**src/core/ddma_defines.vh**
```
// Register offsets, field positions and reset values of the descriptor DMA channel.
`ifndef DDMA_DEFINES_VH
`define DDMA_DEFINES_VH
`define DDMA_OFF_PTR 12'h000
`define DDMA_OFF_CFG 12'h004
`define DDMA_OFF_SRP 12'h008
`define DDMA_OFF_SRA 12'h00c
`define DDMA_OFF_CNT 12'h010
`define DDMA_OFF_CP 12'h014
`define DDMA_OFF_CPR 12'h018
`define DDMA_OFF_IRQ 12'h01c
`define DDMA_OFF_ERR 12'h020
`define DDMA_CFG_EN 0
`define DDMA_CFG_DIR 1
`define DDMA_CFG_COME 2
`define DDMA_CFG_AUTO 4
`define DDMA_CFG_ERRE 8
`define DDMA_CFG_ERR_LO 9
`define DDMA_CFG_ERR_HI 11
`define DDMA_CFG_DONE 14
`define DDMA_CFG_OWN 15
`define DDMA_CFG_SW_DESC 16'h0011
`define DDMA_CFG_SW_AUTO 16'h011f
`define DDMA_IRQ_COM 0
`define DDMA_IRQ_ERR 1
`define DDMA_RST_16 16'h0000
`define DDMA_DESC_WORDS 3'h5
`endif

```
**src/core/ddma_channel.v**
```verilog
// Descriptor and autobuffer DMA channel with APB registers.
// Behaviour
// - Descriptor inactive until loaded into registers
// - Fetch rest only when ownership bit set
// - Ready bit write triggers descriptor load
// - At count zero write head back released
// - Data moves only after load and enable
// - Request bus, move when granted, update status
// - Chain on nonzero head, stop on zero
// - Five reads plus one write per descriptor
// - Memory-to-memory channel has no autobuffer
// - Autobuffer reloads setup, repeats until disabled
// - Autobuffer makes some config bits writable
// - Autobuffer interrupts at halfway and completion
// - Completion and port error interrupts exist
// - Two sticky status bits, write one clears
// - Config updated before next descriptor loads
// - Port errors sticky in bits 11-9
// - Ownership flag is config bit 15
// - Config bit 0 is channel enable
// - Status bit0 completion, bit1 error
// - Ready flag is bit 0 of ready register
//
// Register access over APB and the address map were chosen for this implementation.
`timescale 1ns/1ps
`include "ddma_defines.vh"
module ddma_channel
#(
    parameter MEMORY_TO_MEMORY_CHANNEL = 0
)
(
    input wire clk,
    input wire rst,
    input wire psel,
    input wire penable,
    input wire pwrite,
    input wire [11:0] paddr,
    input wire [31:0] pwdata,
    output reg [31:0] prdata,
    output reg pready,
    output reg pslverr,
    output reg mem_req_q,
    output reg mem_we_q,
    output reg [15:0] mem_addr_q,
    output reg [15:0] mem_wdata_q,
    input wire mem_gnt,
    input wire [15:0] mem_rdata,
    output reg xfer_req_q,
    output reg [15:0] xfer_addr_q,
    output reg [7:0] xfer_page_q,
    output reg xfer_dir_q,
    input wire xfer_gnt,
    input wire [2:0] port_err,
    output reg irq_q
);
    localparam S_IDLE = 8'h01;
    localparam S_HEAD = 8'h02;
    localparam S_BODY = 8'h04;
    localparam S_WAIT = 8'h08;
    localparam S_XFER = 8'h10;
    localparam S_WBK = 8'h20;
    localparam S_NEXT = 8'h40;
    localparam S_RELD = 8'h80;

    reg [7:0] state_q;
    reg [15:0] cfg_q, srp_q, sra_q, cnt_q, cp_q, ptr_q, left_q, head_q;
    reg descriptor_ready_flag_q;
    reg complete_irq_pending_q, error_irq_pending_q;
    reg [2:0] idx_q;
    reg half_done_q;
    reg [15:0] cfg_d;
    reg acc_q;
    wire channel_enable = cfg_q[`DDMA_CFG_EN];
    wire autobuffer_select = cfg_q[`DDMA_CFG_AUTO] &&
        (MEMORY_TO_MEMORY_CHANNEL == 0);
    wire wr = psel && penable && pwrite && !pready;
    wire [15:0] wd = pwdata[15:0];
    wire [15:0] sra_reg_cnt;
    wire [15:0] half_cnt = {1'b0, sra_reg_cnt[15:1]};
    reg [15:0] head_addr_q;
    wire [15:0] orig_rd;
    reg [1:0] orig_ra;

    ddma_regs u_orig
    (
        .clk(clk),
        .we(wr && (paddr == `DDMA_OFF_SRP || paddr == `DDMA_OFF_SRA ||
            paddr == `DDMA_OFF_CNT)),
        .waddr(paddr[3:2] - 2'h2),
        .wdata(wd),
        .raddr(orig_ra),
        .rdata(orig_rd)
    );
    assign sra_reg_cnt = cnt_q;

    function mapped;
        input [11:0] a;
        begin
            mapped = (a <= `DDMA_OFF_ERR) && (a[1:0] == 2'b00);
        end
    endfunction

    always @*
    begin
        // In autobuffer mode extra config bits become writable.
        if (autobuffer_select)
            cfg_d = (cfg_q & ~`DDMA_CFG_SW_AUTO) | (wd & `DDMA_CFG_SW_AUTO);
        else
            cfg_d = (cfg_q & ~`DDMA_CFG_SW_DESC) | (wd & `DDMA_CFG_SW_DESC);
        if (MEMORY_TO_MEMORY_CHANNEL != 0)
            cfg_d[`DDMA_CFG_AUTO] = 1'b0;
    end

    // APB slave; every access takes one wait cycle.
    always @(posedge clk)
    begin
        if (rst)
        begin
            pready <= 1'b0;
            pslverr <= 1'b0;
            prdata <= 32'h00000000;
        end
        else
        begin
            pready <= psel && penable && !pready;
            pslverr <= psel && penable && !pready && !mapped(paddr);
            if (psel && penable && !pready && !pwrite)
            begin
                case (paddr)
                    `DDMA_OFF_PTR: prdata <= {16'h0000, ptr_q};
                    `DDMA_OFF_CFG: prdata <= {16'h0000, cfg_q};
                    `DDMA_OFF_SRP: prdata <= {16'h0000, srp_q};
                    `DDMA_OFF_SRA: prdata <= {16'h0000, sra_q};
                    `DDMA_OFF_CNT: prdata <= {16'h0000, left_q};
                    `DDMA_OFF_CP: prdata <= {16'h0000, cp_q};
                    `DDMA_OFF_CPR: prdata <= {31'h0, descriptor_ready_flag_q};
                    `DDMA_OFF_IRQ: prdata <= {30'h0, error_irq_pending_q,
                        complete_irq_pending_q};
                    default: prdata <= 32'h00000000;
                endcase
            end
        end
    end

    always @(posedge clk)
    begin
        if (rst)
        begin
            state_q <= S_IDLE;
            cfg_q <= `DDMA_RST_16;
            srp_q <= `DDMA_RST_16;
            sra_q <= `DDMA_RST_16;
            cnt_q <= `DDMA_RST_16;
            cp_q <= `DDMA_RST_16;
            ptr_q <= `DDMA_RST_16;
            left_q <= `DDMA_RST_16;
            head_q <= `DDMA_RST_16;
            descriptor_ready_flag_q <= 1'b0;
            complete_irq_pending_q <= 1'b0;
            error_irq_pending_q <= 1'b0;
            idx_q <= 3'h0;
            half_done_q <= 1'b0;
            orig_ra <= 2'h0;
            acc_q <= 1'b0;
            mem_req_q <= 1'b0;
            mem_we_q <= 1'b0;
            mem_addr_q <= `DDMA_RST_16;
            mem_wdata_q <= `DDMA_RST_16;
            xfer_req_q <= 1'b0;
            xfer_addr_q <= `DDMA_RST_16;
            xfer_page_q <= 8'h00;
            xfer_dir_q <= 1'b0;
            irq_q <= 1'b0;
        end
        else
        begin
            irq_q <= complete_irq_pending_q || error_irq_pending_q;
            // Software writes; the hardware sets below win over clears.
            if (wr)
            begin
                case (paddr)
                    `DDMA_OFF_CFG: cfg_q <= cfg_d;
                    `DDMA_OFF_SRP: srp_q <= wd;
                    `DDMA_OFF_SRA: sra_q <= wd;
                    `DDMA_OFF_CNT: cnt_q <= wd;
                    `DDMA_OFF_CP: cp_q <= wd;
                    `DDMA_OFF_CPR: descriptor_ready_flag_q <= wd[0];
                    `DDMA_OFF_IRQ:
                    begin
                        if (wd[`DDMA_IRQ_COM])
                            complete_irq_pending_q <= 1'b0;
                        if (wd[`DDMA_IRQ_ERR])
                            error_irq_pending_q <= 1'b0;
                    end
                    default: ;
                endcase
            end
            // Port errors are sticky for the running transfer.
            if (state_q == S_XFER && port_err != 3'h0)
            begin
                cfg_q[`DDMA_CFG_ERR_HI:`DDMA_CFG_ERR_LO] <=
                    cfg_q[`DDMA_CFG_ERR_HI:`DDMA_CFG_ERR_LO] | port_err;
                if (cfg_q[`DDMA_CFG_ERRE])
                    error_irq_pending_q <= 1'b1;
            end
            case (state_q)
                S_IDLE:
                begin
                    if (descriptor_ready_flag_q && !autobuffer_select)
                    begin
                        descriptor_ready_flag_q <= 1'b0;
                        mem_req_q <= 1'b1;
                        mem_we_q <= 1'b0;
                        mem_addr_q <= cp_q;
                        state_q <= S_HEAD;
                    end
                    else if (channel_enable && autobuffer_select)
                    begin
                        left_q <= cnt_q;
                        ptr_q <= sra_q;
                        half_done_q <= 1'b0;
                        cfg_q[`DDMA_CFG_ERR_HI:`DDMA_CFG_ERR_LO] <= 3'h0;
                        state_q <= S_XFER;
                    end
                end
                S_HEAD:
                begin
                    if (mem_gnt)
                    begin
                        // Ownership clear: poll the head again.
                        if (mem_rdata[`DDMA_CFG_OWN])
                        begin
                            head_q <= mem_rdata;
                            mem_addr_q <= cp_q + 16'h0001;
                            idx_q <= 3'h1;
                            state_q <= S_BODY;
                        end
                    end
                end
                S_BODY:
                begin
                    if (mem_gnt)
                    begin
                        // Four more reads after the head.
                        case (idx_q)
                            3'h1: srp_q <= mem_rdata;
                            3'h2: sra_q <= mem_rdata;
                            3'h3: cnt_q <= mem_rdata;
                            default: cp_q <= mem_rdata;
                        endcase
                        mem_addr_q <= mem_addr_q + 16'h0001;
                        idx_q <= idx_q + 3'h1;
                        if (idx_q == `DDMA_DESC_WORDS - 3'h1)
                        begin
                            mem_req_q <= 1'b0;
                            ptr_q <= cp_q;
                            // Descriptor becomes active only now.
                            cfg_q <= {head_q[15:12], 3'h0, head_q[8:1],
                                cfg_q[`DDMA_CFG_EN] | head_q[0]};
                            state_q <= S_WAIT;
                        end
                    end
                end
                S_WAIT:
                begin
                    if (channel_enable)
                    begin
                        left_q <= cnt_q;
                        ptr_q <= sra_q;
                        half_done_q <= 1'b0;
                        state_q <= S_XFER;
                    end
                end
                S_XFER:
                begin
                    xfer_page_q <= srp_q[7:0];
                    xfer_dir_q <= cfg_q[`DDMA_CFG_DIR];
                    xfer_addr_q <= ptr_q;
                    xfer_req_q <= channel_enable && left_q != 16'h0000;
                    if (!channel_enable)
                    begin
                        xfer_req_q <= 1'b0;
                        state_q <= S_IDLE;
                    end
                    else if (left_q == 16'h0000)
                    begin
                        xfer_req_q <= 1'b0;
                        cfg_q[`DDMA_CFG_OWN] <= 1'b0;
                        cfg_q[`DDMA_CFG_DONE] <= 1'b1;
                        if (cfg_q[`DDMA_CFG_COME])
                            complete_irq_pending_q <= 1'b1;
                        if (autobuffer_select)
                        begin
                            orig_ra <= 2'h0;
                            state_q <= S_RELD;
                        end
                        else
                        begin
                            mem_req_q <= 1'b1;
                            mem_we_q <= 1'b1;
                            mem_addr_q <= head_addr_q;
                            mem_wdata_q <= {2'b01, cfg_q[13:0]};
                            state_q <= S_WBK;
                        end
                    end
                    else if (xfer_req_q && xfer_gnt)
                    begin
                        // One word per grant; count and pointer updated on each grant.
                        left_q <= left_q - 16'h0001;
                        ptr_q <= ptr_q + 16'h0001;
                        xfer_addr_q <= ptr_q + 16'h0001;
                        xfer_req_q <= left_q != 16'h0001;
                        if (autobuffer_select && !half_done_q &&
                            left_q - 16'h0001 == half_cnt)
                        begin
                            half_done_q <= 1'b1;
                            if (cfg_q[`DDMA_CFG_COME])
                                complete_irq_pending_q <= 1'b1;
                        end
                    end
                end
                S_WBK:
                begin
                    if (mem_gnt)
                    begin
                        mem_we_q <= 1'b0;
                        mem_addr_q <= cp_q;
                        state_q <= S_NEXT;
                    end
                end
                S_NEXT:
                begin
                    if (mem_gnt)
                    begin
                        if (mem_rdata == 16'h0000)
                        begin
                            mem_req_q <= 1'b0;
                            cfg_q[`DDMA_CFG_EN] <= 1'b0;
                            state_q <= S_IDLE;
                        end
                        else if (mem_rdata[`DDMA_CFG_OWN])
                        begin
                            head_q <= mem_rdata;
                            mem_addr_q <= cp_q + 16'h0001;
                            idx_q <= 3'h1;
                            cfg_q[`DDMA_CFG_ERR_HI:`DDMA_CFG_ERR_LO] <= 3'h0;
                            state_q <= S_BODY;
                        end
                    end
                end
                S_RELD:
                begin
                    // Copy the setup back one word a cycle; the memory
                    // answers one cycle after its address.
                    orig_ra <= orig_ra + 2'h1;
                    acc_q <= 1'b1;
                    if (acc_q)
                    begin
                        case (orig_ra)
                            2'h1: srp_q <= orig_rd;
                            2'h2: sra_q <= orig_rd;
                            default: cnt_q <= orig_rd;
                        endcase
                    end
                    if (acc_q && orig_ra == 2'h3)
                    begin
                        acc_q <= 1'b0;
                        cfg_q[`DDMA_CFG_ERR_HI:`DDMA_CFG_ERR_LO] <= 3'h0;
                        state_q <= S_IDLE;
                    end
                end
                default: state_q <= S_IDLE;
            endcase
        end
    end

    always @(posedge clk)
    begin
        if (rst)
            head_addr_q <= `DDMA_RST_16;
        else if ((state_q == S_HEAD || state_q == S_NEXT) && mem_gnt)
            head_addr_q <= mem_addr_q;
    end
endmodule // ddma_channel

```
**src/core/ddma_regs.v**
```verilog
// Small register memory holding the original autobuffer setup words.
`timescale 1ns/1ps
module ddma_regs
(
    input wire clk,
    input wire we,
    input wire [1:0] waddr,
    input wire [15:0] wdata,
    input wire [1:0] raddr,
    output reg [15:0] rdata
);
    reg [15:0] mem [0:3];

    always @(posedge clk)
    begin
        if (we)
        begin
            mem[waddr] <= wdata;
        end
        rdata <= mem[raddr];
    end
endmodule // ddma_regs

```
**config.mk**
```make
export PLATFORM = sky130hd
export DESIGN_NAME = ddma_channel
export DESIGN_NICKNAME = d
export VERILOG_FILES = /design/src/core/ddma_channel.v /design/src/core/ddma_regs.v
export VERILOG_INCLUDE_DIRS = /design/src /design/src/core
export SDC_FILE = /design/constraint.sdc
export NUM_CORES = 1
export LEC_CHECK = 0
export BUFFER_PORTS_ARGS = -buffer_cell sky130_fd_sc_hd__buf_2
export CORE_MARGIN = 4
export CORE_UTILIZATION = 55
export DETAILED_ROUTE_END_ITERATION = 12
export PLACE_DENSITY = 0.74
export SYNTH_ARGS = -nofsm -noshare
export SYNTH_HDL_FRONTEND = slang
export SYNTH_SLANG_ARGS = --single-unit
```
**constraint.sdc**
```tcl
create_clock -name clk -period 3.9 [get_ports clk]
set_input_delay 0.39 -clock clk [delete_from_list [all_inputs] [get_ports clk]]
set_output_delay 0.39 -clock clk [all_outputs]
set_load 0.03 [all_outputs]
```
==> summary.md <==
| Metric | Value |
|---|---|
| Sequential element share of the synthesized area | 42.9% |
| Number of hold buffers added after cts | 0 |
| Final non-filler cell area | 18100 sq um |
| Clock Skews | 0.0239 ns |
| Pre-antenna DRT Iters | 7 |
| Top cells by area, synth | sky130_fd_sc_hd__dfxtp_1, sky130_fd_sc_hd__edfxtp_1, sky130_fd_sc_hd__nand2_1 |
| Max FFs per register | 64 |
| Reg with most FFs | u_orig.mem |
| Slew headroom | 18.0% |
| PwrDens | 373 nW/um^2 |
| Via count of the first global-routing pass | 13956 |
| Area share of the largest cell type after synthesis | 31.0% |
| Antenna-violating nets left | 0 |
| Count of standard-cell rows | 62 |
| Area of the placeable core | 28900 sq um |
| Worst path required time | 4.30 ns |
| Effective utilization at floorplan | 56.1% |
| Boundary pin count | 165 |
| HPWL reported at the end of detailed placement | 39400 microns |
| Outcome | complete, no violations |
| Max cap viols | 0 |
| Fraction of layout cells with a size suffix above 1 | 17.5% |
| Highest Clock Rate | 299 MHz |
| Worst IR Drop VDD | 0.000445 V |
| Clock root buffer master | sky130_fd_sc_hd__clkbuf_16 |
| Last weighted congestion value of the routability-driven placer | 1.00 |
| Total Neg Setup Slack | 0 ns |
| Global-route wire length before repair | 84100 microns |
| Longest individual stage delay on the worst path | 0.72 ns |
| Hold Crit Class | primary input to flop |
| Number of endpoints with negative hold slack in the final report | 0 |
| Pin count of the biggest net entering global routing | 79 |
| Critical path capture point type | flop |
| CP Class | flop to flop |
| Antenna violations before repair | 0 |
| Buffers inserted during post-CTS setup optimization | 0 |
| Number of flip-flops and latches in the synthesized netlist | 315 |
| TritonCTS buffer count | 35 |
| Most common library cells after synthesis | sky130_fd_sc_hd__dfxtp_1, sky130_fd_sc_hd__nand2_1, sky130_fd_sc_hd__a21oi_1, sky130_fd_sc_hd__nor2_1, sky130_fd_sc_hd__clkbuf_1 |
| Number of enable flip-flop cells after synthesis | 64 |
| Die Area | 32200 sq um |
| Number of warnings issued by yosys | 0 |
| Worst Max-Slew Pin Slew | 1.23 ns |
| CTS tree | done |
| Die Width | 180 microns |
| H-tree levels | 2 |
| Dpl ws | 0.633 ns |
| Post-detailed-routing wire length | 55400 microns |
| Final setup viols | 0 |
| Clock-pin slew of the registers on the worst-case setup and hold paths | 0.06 ns |
| Fraction of registers with async set/reset | 0% |
| Minimum clock period after layout | 3.35 ns |
| Layout area overhead | 12.0% |
| Fin crit share | 85.8% |
| Type of origin of the critical path | flop |
| Number of pins exceeding their max-slew limit in the final report | 0 |
| GRT Residual Overflow | 0 |
| Final setup margin | 0.552 ns |
| Nets | 1953 |
| Static leakage | 6.57 nW |
| RSZ-0062 raised after global routing | false |
| Maximum number of buffers from clock root to sink | 3 |
| Cells traversed along the worst timing path | xnor2_1 > nor4b_4 > mux2_2 > ha_1 > nand4_1 > nor3_1 > nand4_1 > xnor2_1 > a21oi_1 > a21oi_1 |
| Clock sinks | 315 |
| Drt drc | 0 |
| WL/cell | 24.3 microns |
| Count of inserted antenna diode cells | 0 |
| Global routing usage summed across all routing layers | 32.8% |
| Port Buffer Count | 130 |
| Clock latency on the worst-skew pair | 0.54 ns |
| Cell with the most instances after synthesis | sky130_fd_sc_hd__dfxtp_1 |
| Post-Place Cell Area | 17000 sq um |
| Buf+Inv Stages, Crit Path | 0 |
| Cell type of the slowest stage on the worst timing path | sky130_fd_sc_hd__dfxtp_1 |
| Data arrival time at the worst-slack endpoint | 3.75 ns |
| Total via count in the routed design | 14770 |
| Number of distinct standard cells referenced by the synthesized netlist | 91 |
| Syn Area/Cell | 9.06 sq um |
| Drt first-iter violations | 1817 |
| Largest delay contributor family on the critical path | simple AND/OR/NAND/NOR gates |
| Prevailing post-synth register cell | sky130_fd_sc_hd__dfxtp_1 |
| Post-CTS resize count | 0 |
| Dominant cell type by area after synthesis | sky130_fd_sc_hd__dfxtp_1 |
| Chip Height | 180 microns |
| Peak fanout along the critical path | 17 |
| Mapped cell area | 16200 sq um |
| Synthesized instance count | 1788 |
| Vias per cell | 6.48 |
## worst min-delay path: cells and delay by family
kind	cells	cell delay, ns
and+or+nand+nor	1	0.07
buffers and inverters	1	0.09
AOI/OAI and AO/OA	1	0.06
## cells in the final DEF, fill, tap and decap left out, drive strengths merged, types with 14 or more instances in the layout
cell type	count
edfxtp	64
xnor2	37
mux2i	64
conb	34
buf	172
mux2	55
or3	20
nor2	138
nor3	35
mux4	19
a211oi	52
xor2	20
nand2	248
nor4	26
clkbuf	51
a31oi	14
a21oi	172
nand4	20
and3	16
o21ai	80
dfxtp	251
inv	19
nand3	46
a22oi	52
## cell type report
type,count,area (sq um)
Clock buffer,51,986
Inverter,19,71.3
Tap cell,384,480
Multi-Input combinational cell,1327,8560
Clock inverter,13,128
Sequential cell,315,6950
Timing Repair Buffer,172,972
Fill cell,2532,10700
## worst paths after layout
kind	slack, ns	cells after the start	start	endpoint
setup reg to reg	0.55	10	state_q[1]	mem_addr_q[14]
hold / removal	0.12	3	port_err[0]	cfg_q[9]
hold reg to reg	0.45	2	xfer_addr_q[15]	xfer_addr_q[15]
setup / recovery	0.55	10	state_q[1]	mem_addr_q[14]
## layer usage
layer	share of wire [%]	routed length, microns	GRT usage (%)	up-vias
met3	8.7	4800	4.71	207
li1	-	-	-	6681
met5	0	0	0	-
met2	45	24700	50.8	826
met4	7.7	4250	21.2	0
met1	39	21600	43.1	7056
## report_power, final
group | switching (mW) | internal [mW] | leakage [nW] | total [mW]
Clock | 1.38 | 1.84 | 0.548 | 3.22
Combinational | 0.161 | 0.0388 | 3.41 | 0.200
Sequential | 0.00358 | 3.34 | 2.61 | 3.34
Total | 1.54 | 5.22 | 6.57 | 6.76
## stage by stage
step	hold slack, ns	total power [mW]	util, %	cells
after floorplan	0.416	3.52	-	1821
after global placement	0.431	3.60	59.0	2217
after global routing	0.142	6.94	62.9	2281
after CTS	0.118	6.78	62.9	2281
final	0.125	6.76	62.9	2281
after detailed placement	0.439	3.60	59.0	2217
## logic make-up (layout without fill, tap and decap cells)
logic type	after synthesis	in the layout	share of synthesized area, %
muxes	138	138	10.4
AOI/OAI and AO/OA	469	469	18.8
adders and majority gates	13	13	1.00
DFF	315	315	42.9
other	1	34	0.0232
and+or+nand+nor	616	616	18.6
buffers and inverters	179	255	5.12
xor gates and xnor gates	57	57	3.08
Note: power is estimated with default switching activity, not from simulation.
